**config.mk**
```make
export PLATFORM = sky130hd
export DESIGN_NAME = serial_port
export DESIGN_NICKNAME = d
export VERILOG_FILES = /design/src/serial_port_pkg.sv /design/src/serial_port.sv
export SDC_FILE = /design/constraint.sdc
export NUM_CORES = 1
export LEC_CHECK = 0
export ABC_AREA = 1
export BUFFER_PORTS_ARGS = -buffer_cell sky130_fd_sc_hd__buf_4
export CORE_MARGIN = 3
export CORE_UTILIZATION = 52
export CTS_CLUSTER_SIZE = 12
export DETAILED_ROUTE_END_ITERATION = 8
export HOLD_SLACK_MARGIN = 0.06
export PLACE_DENSITY = 0.8
export SLEW_MARGIN = 10
export SYNTH_ARGS = -nofsm -noshare
export SYNTH_HDL_FRONTEND = slang
export SYNTH_SLANG_ARGS = --single-unit
```
**constraint.sdc**
```tcl
create_clock -name clk -period 1.7 [get_ports clk]
set_input_delay 0.425 -clock clk [delete_from_list [all_inputs] [get_ports clk]]
set_output_delay 0.425 -clock clk [all_outputs]
set_load 0.05 [all_outputs]
```
**src/serial_port_pkg.sv**
```systemverilog
`default_nettype none
package serial_port_pkg;
  localparam logic [7:0] ctrl_off = 8'h00;
  localparam logic [7:0] mode_off = 8'h04;
  localparam logic [7:0] stat_off = 8'h08;
  localparam logic [7:0] mask_off = 8'h0c;
  localparam logic [7:0] rxd_off = 8'h10;
  localparam logic [7:0] dmab_off = 8'h14;
  localparam int rx_reset_bit = 0;
  localparam int rts_low_bit = 1;
  localparam int rts_high_bit = 2;
  localparam int mode_hand_bit = 0;
  localparam int mode_spi_bit = 1;
  localparam int mode_iso_t1_bit = 2;
  localparam int mode_rx_en_bit = 3;
  localparam int ev_rx_ready = 0;
  localparam int ev_overlen = 1;
  localparam int ev_buf_full = 2;
  localparam int ev_width = 3;
  localparam int link_ratio_min = 9;
  localparam logic [1:0] resp_okay = 2'b00;
  localparam logic [1:0] resp_slverr = 2'b10;
endpackage
`default_nettype wire

```
**src/serial_port.sv**
```systemverilog
`default_nettype none
// Function
// - Handshake mode: full DMA buffer raises RTS.
// - Writing force-high command drives RTS high.
// - Writing force-low command drives RTS low, unless force-high or a handshake buffer-full edge comes in the same cycle.
// - T1 receive restored by soft reset, rewrite.
// - SPI slave: extra bits flag an error.
module serial_port
  import serial_port_pkg::*;
#(
  parameter int char_len = 8
) (
  input wire logic clk,
  input wire logic rst,
  input wire logic [7:0] s_axi_awaddr,
  input wire logic s_axi_awvalid,
  output logic s_axi_awready,
  input wire logic [31:0] s_axi_wdata,
  input wire logic [3:0] s_axi_wstrb,
  input wire logic s_axi_wvalid,
  output logic s_axi_wready,
  output logic [1:0] s_axi_bresp,
  output logic s_axi_bvalid,
  input wire logic s_axi_bready,
  input wire logic [7:0] s_axi_araddr,
  input wire logic s_axi_arvalid,
  output logic s_axi_arready,
  output logic [31:0] s_axi_rdata,
  output logic [1:0] s_axi_rresp,
  output logic s_axi_rvalid,
  input wire logic s_axi_rready,
  input wire logic link_clk,
  input wire logic link_data,
  input wire logic link_sel_n,
  input wire logic dma_buf_full,
  output logic rts,
  output logic irq
);
  typedef struct packed {
    logic [2:0] clk_sync;
    logic [1:0] dat_sync;
    logic [1:0] sel_sync;
    logic [1:0] full_sync;
    logic full_prev;
    logic aw_got;
    logic [7:0] aw_addr;
    logic w_got;
    logic [31:0] w_data;
    logic bvalid;
    logic [1:0] bresp;
    logic arready;
    logic rvalid;
    logic [31:0] rdata;
    logic [1:0] rresp;
    logic [3:0] mode;
    logic [ev_width-1:0] status;
    logic [ev_width-1:0] mask;
    logic rx_blocked;
    logic [char_len-1:0] shift;
    logic [7:0] bit_cnt;
    logic [char_len-1:0] rx_data;
    logic rts;
    logic irq;
  } state_t;
  state_t state_reg, state_next;
  logic wr_fire, rd_fire, link_rise, frame_end;
  logic [ev_width-1:0] ev_set, ev_clr;
  logic [31:0] wmask;
  function automatic logic [31:0] strb_mask(input logic [3:0] s);
    strb_mask = {{8{s[3]}}, {8{s[2]}}, {8{s[1]}}, {8{s[0]}}};
  endfunction
  always_comb begin
    state_next = state_reg;
    // Second stage alone feeds logic; the third stage is the edge history.
    state_next.clk_sync = {state_reg.clk_sync[1:0], link_clk};
    state_next.dat_sync = {state_reg.dat_sync[0], link_data};
    state_next.sel_sync = {state_reg.sel_sync[0], link_sel_n};
    state_next.full_sync = {state_reg.full_sync[0], dma_buf_full};
    state_next.full_prev = state_reg.full_sync[1];
    link_rise = state_reg.clk_sync[1] & ~state_reg.clk_sync[2];
    frame_end = state_reg.sel_sync[1] & (state_reg.bit_cnt != 8'h00);
    ev_set = '0;
    ev_clr = '0;
    wmask = strb_mask(s_axi_wstrb);
    if (s_axi_awvalid && s_axi_awready) begin
      state_next.aw_got = 1'b1;
      state_next.aw_addr = s_axi_awaddr;
    end
    if (s_axi_wvalid && s_axi_wready) begin
      state_next.w_got = 1'b1;
      state_next.w_data = s_axi_wdata & wmask;
    end
    wr_fire = state_reg.aw_got && state_reg.w_got && !state_reg.bvalid;
    if (wr_fire) begin
      state_next.aw_got = 1'b0;
      state_next.w_got = 1'b0;
      state_next.bvalid = 1'b1;
      state_next.bresp = resp_okay;
      case ({state_reg.aw_addr[7:2], 2'b00})
        ctrl_off: begin
          // Command bits are strobes; zeros change nothing.
          if (state_reg.w_data[rts_high_bit]) begin
            state_next.rts = 1'b1;
          end else if (state_reg.w_data[rts_low_bit]) begin
            state_next.rts = 1'b0;
          end
          if (state_reg.w_data[rx_reset_bit]) begin
            state_next.shift = '0;
            state_next.bit_cnt = 8'h00;
            state_next.rx_blocked = 1'b0;
          end
        end
        mode_off: begin
          state_next.mode = state_reg.w_data[3:0];
          state_next.rx_blocked = 1'b0;
        end
        stat_off: ev_clr = state_reg.w_data[ev_width-1:0];
        mask_off: state_next.mask = state_reg.w_data[ev_width-1:0];
        default: state_next.bresp = resp_slverr;
      endcase
    end
    if (state_reg.bvalid && s_axi_bready) begin
      state_next.bvalid = 1'b0;
    end
    rd_fire = s_axi_arvalid && state_reg.arready;
    state_next.arready = !state_reg.rvalid && !rd_fire;
    if (rd_fire) begin
      state_next.arready = 1'b0;
      state_next.rvalid = 1'b1;
      state_next.rresp = resp_okay;
      state_next.rdata = '0;
      case ({s_axi_araddr[7:2], 2'b00})
        ctrl_off: state_next.rdata = '0;
        mode_off: state_next.rdata = {28'h0, state_reg.mode};
        stat_off: state_next.rdata = {{(32-ev_width){1'b0}}, state_reg.status};
        mask_off: state_next.rdata = {{(32-ev_width){1'b0}}, state_reg.mask};
        rxd_off: state_next.rdata = 32'(state_reg.rx_data);
        dmab_off: state_next.rdata = {30'h0, state_reg.rts, state_reg.full_sync[1]};
        default: state_next.rresp = resp_slverr;
      endcase
    end
    if (state_reg.rvalid && s_axi_rready) begin
      state_next.rvalid = 1'b0;
    end
    if (state_reg.mode[mode_hand_bit] && state_reg.full_sync[1] && !state_reg.full_prev) begin
      state_next.rts = 1'b1;
      ev_set[ev_buf_full] = 1'b1;
    end
    // Bits are taken on link rising edges; the peer keeps the link slow.
    if (state_reg.mode[mode_rx_en_bit] && !state_reg.rx_blocked) begin
      if (!state_reg.sel_sync[1] && link_rise) begin
        state_next.shift = {state_reg.shift[char_len-2:0], state_reg.dat_sync[1]};
        if (state_reg.bit_cnt != 8'hff) begin
          state_next.bit_cnt = state_reg.bit_cnt + 8'h01;
        end
        if (!state_reg.mode[mode_spi_bit] && state_reg.bit_cnt == 8'(char_len - 1)) begin
          state_next.rx_data = {state_reg.shift[char_len-2:0], state_reg.dat_sync[1]};
          state_next.bit_cnt = 8'h00;
          ev_set[ev_rx_ready] = 1'b1;
        end
      end
      if (state_reg.mode[mode_spi_bit] && frame_end) begin
        state_next.bit_cnt = 8'h00;
        if (state_reg.bit_cnt > 8'(char_len)) begin
          ev_set[ev_overlen] = 1'b1;
        end else begin
          state_next.rx_data = state_reg.shift;
          ev_set[ev_rx_ready] = 1'b1;
        end
      end
    end
    // A T1 character taken blocks reception until the reset sequence.
    if (state_reg.mode[mode_iso_t1_bit] && ev_set[ev_rx_ready]) begin
      state_next.rx_blocked = 1'b1;
    end
    state_next.status = (state_reg.status & ~ev_clr) | ev_set;
    state_next.irq = |(state_next.status & state_reg.mask);
  end
  always_ff @(posedge clk) begin
    if (rst) begin
      state_reg <= '0;
    end else begin
      state_reg <= state_next;
    end
  end
  assign s_axi_awready = !state_reg.aw_got;
  assign s_axi_wready = !state_reg.w_got;
  assign s_axi_bvalid = state_reg.bvalid;
  assign s_axi_bresp = state_reg.bresp;
  assign s_axi_arready = state_reg.arready;
  assign s_axi_rvalid = state_reg.rvalid;
  assign s_axi_rdata = state_reg.rdata;
  assign s_axi_rresp = state_reg.rresp;
  assign rts = state_reg.rts;
  assign irq = state_reg.irq;

  // Views of the registered state used only by the checks below.
  // They add no storage and keep the properties readable.
  logic rvalid_q;
  logic status_overlen;
  logic irq_if_masked;
  logic full_edge;
  logic ctrl_write;
  assign rvalid_q = state_reg.rvalid;
  assign status_overlen = state_reg.status[ev_overlen];
  assign irq_if_masked = irq || !state_reg.mask[ev_overlen] || !state_reg.status[ev_overlen];
  assign full_edge = state_reg.mode[mode_hand_bit] && state_reg.full_sync[1] && !state_reg.full_prev;
  assign ctrl_write = wr_fire && state_reg.aw_addr[7:2] == ctrl_off[7:2];
endmodule // serial_port
`default_nettype wire

```
==> results.txt <==
status - completed
Top delay family on crit path - simple AND/OR/NAND/NOR gates
CTS Buffer Depth - 2
Worst Path Max Fanout - 10
Peak VDD IR - 0.600 mV
cell breakdown of the critical path - nor2_1 > nand4_1 > nor2_4 > clkinvlp_4 > buf_4 > nor2_2 > nor3_2
share of layout cells above drive strength 1 - 17.8%
final worst path period need - 1.59 ns
CTS tree - done
WP buf/inv - 2
# diodes - 0
Placed Instances - 609
IO buf count - 44
worst path arrival time - 1.83 ns
multi-input logic area - 1700 um2
# DRC - 0
Cell Pwr Density - 946 nW/um2
Die H - 89.4 um
final worst slack - 0.108 ns
Startpoint Class - flip-flop
Max-Cap Viols - 0
worst reg-to-reg path cell count - 7
WP depth - 7
Setup TNS - 0 ns
Post-synth EDFFs - 0
first-pass GRT wire length - 12,800 um
WS Path Type - flip-flop to flip-flop
CTS Hold Bufs - 0
Hold Violations, Final - 0
gpl congestion - 0.875
starting density of the core - 55.4%
fin cells - 627
FF+latch count, synth - 72
Async S/R FF share, synth - 0%
H-tree levels - 3
most common cell after layout, fill and taps aside - nand2_1
full die area - 8000 um2
register area share after synthesis - 39.8%
Period Utilization, post-route - 93.6%
Mean Syn Cell Area - 7.14 um2
leakage - 1.89 nW
CP endpoint kind - flip-flop
mapped cell area - 3620 um2
clk_skew - 0.00749 ns
most frequent cells in the layout - nand2_1, dfxtp_1, nor2_1, inv_1, buf_4
chip width - 89.4 um
CTS sink count - 72
CP max stage cell - dfxtp_1
post-route ant nets - 0
HP Class - input pin to flip-flop
clock-pin slew on the worst setup and hold paths - 0.07 ns
Clk Latency, worst-skew pair - 0.35 ns
max FFs per register - 51
final-layout fill cell count - 566
WHS Path Cells - 2
initial drt markers - 172
hpwl dp - 5380 um
routed wire length per instance - 12.3 um
Final Max Slew Viols - 0
YS warnings - 0
Synth Instances - 507
Area Overhead vs Synth - 14.0%
core area - 6530 um2
vias in the first global route - 2,970
# rows - 29
largest net degree at the start of global routing - 39
total CTS buffers - 9
CP required - 1.94 ns
Root Buffer - clkbuf_8
ys flop type - dfxtp_1
initial antenna violation count - 0
Total GRT Usage - 20.6%
Post-Route WL - 7700 um
Power Total - 0.00390 W
drt pass-1 iters - 4
pre-CTS setup slack - 0.0664 ns
Overflow after GRT - 0
fmax - 628 MHz
Seq. cell area - 1440 um2
Nets - 610
# setup viols final - 0
Vias/cell - 5.11
Slowest Stage Delay on Critical Path - 0.31 ns
# IOs - 106
Vias - 3,207
synth unique cells - 38
==> final timing paths <==
check / slack [ns] / end / startpoint
worst max register to register: 0.11 / state_reg[16] / state_reg[113]
worst min register to register: 0.40 / state_reg[124] / state_next[124]
worst max-delay path: 0.11 / state_reg[16] / state_reg[113]
worst min-delay path: 0.24 / s_axi_rvalid / s_axi_rready
==> worst register-to-register path: stages, from the launching register on <==
cell and delay (ns):
dfxtp_1 0.31, nor2_1 0.27, nand4_1 0.26, nor2_4 0.20, clkinvlp_4 0.10, buf_4 0.17, nor2_2 0.13, nor3_2 0.04
==> kinds of logic (layout without fill, tap and decap cells) <==
kind of cell	Yosys count	in the layout	share of synthesized area, %
other cells	1	26	0.104
compound gates	93	93	14.1
xor+xnor	1	1	0.242
simple gates	227	227	28.9
fa+ha+maj	2	2	0.691
buf+inv	111	129	16.2
flops	72	72	39.8
==> where the power goes <==
part           internal [W]  leakage (nW)  switching, W
Sequential          0.00174         0.587     0.0000348
Clock               0.00101         0.124      0.000624
Combinational      0.000127          1.18      0.000365
==> layout make-up <==
type | count | area share, %
flip-flops and latches | 72 | 35.0
repair buffers | 51 | 9.58
well taps | 77 | 2.33
multi-input cells | 349 | 41.2
inverters | 62 | 5.97
clock buffers | 11 | 3.42
clock inverters | 5 | 2.52
==> routing by layer <==
metal  wire (um)  global-route usage [%]
met1        3350                    25.4
met3         439                    5.35
met2        3760                    33.4
met4         148                    9.74
met5           0                       0
==> cell usage after synthesis (3+ instances only) <==
master	n	share of area, %
nand3b_1	7	1.5
inv_2	4	0.41
o21ai_0	37	5.1
a21oi_1	41	5.7
nand4_1	9	1.6
dfxtp_1	72	40
nor3_1	4	0.55
nand2_2	4	0.69
buf_4	37	7.7
buf_2	5	0.69
nand2_1	86	8.9
inv_1	54	5.6
nor2_1	69	7.2
nor2_2	7	1.2
nand3_1	32	4.4
buf_1	3	0.31
a211oi_1	8	1.7
==> through the flow <==
| stage | utilization (%) | area [um2] | hold WS [ns] |
|---|---|---|---|
| 5_1_grt | 63.2 | 4130 | 0.234 |
| 2_1_floorplan | - | 3710 | 0.388 |
| 4_1_cts | 62.7 | 4100 | 0.232 |
| 3_3_place_gp | 58.9 | 3850 | 0.395 |
| 3_5_place_dp | 58.9 | 3850 | 0.396 |
| 6_report | 63.2 | 4130 | 0.244 |
==> what timing repair did <==
| action | 4_1_cts | 5_1_grt |
|---|---|---|
| pin swaps | 0 | 1 |
| setup endpoints to repair | 1 | 17 |
| gates resized for setup | 1 | 6 |
| setup buffers | 0 | 2 |
| endpoints found under the hold margin | 0 | 0 |
Power figures use the tool's default switching activity.
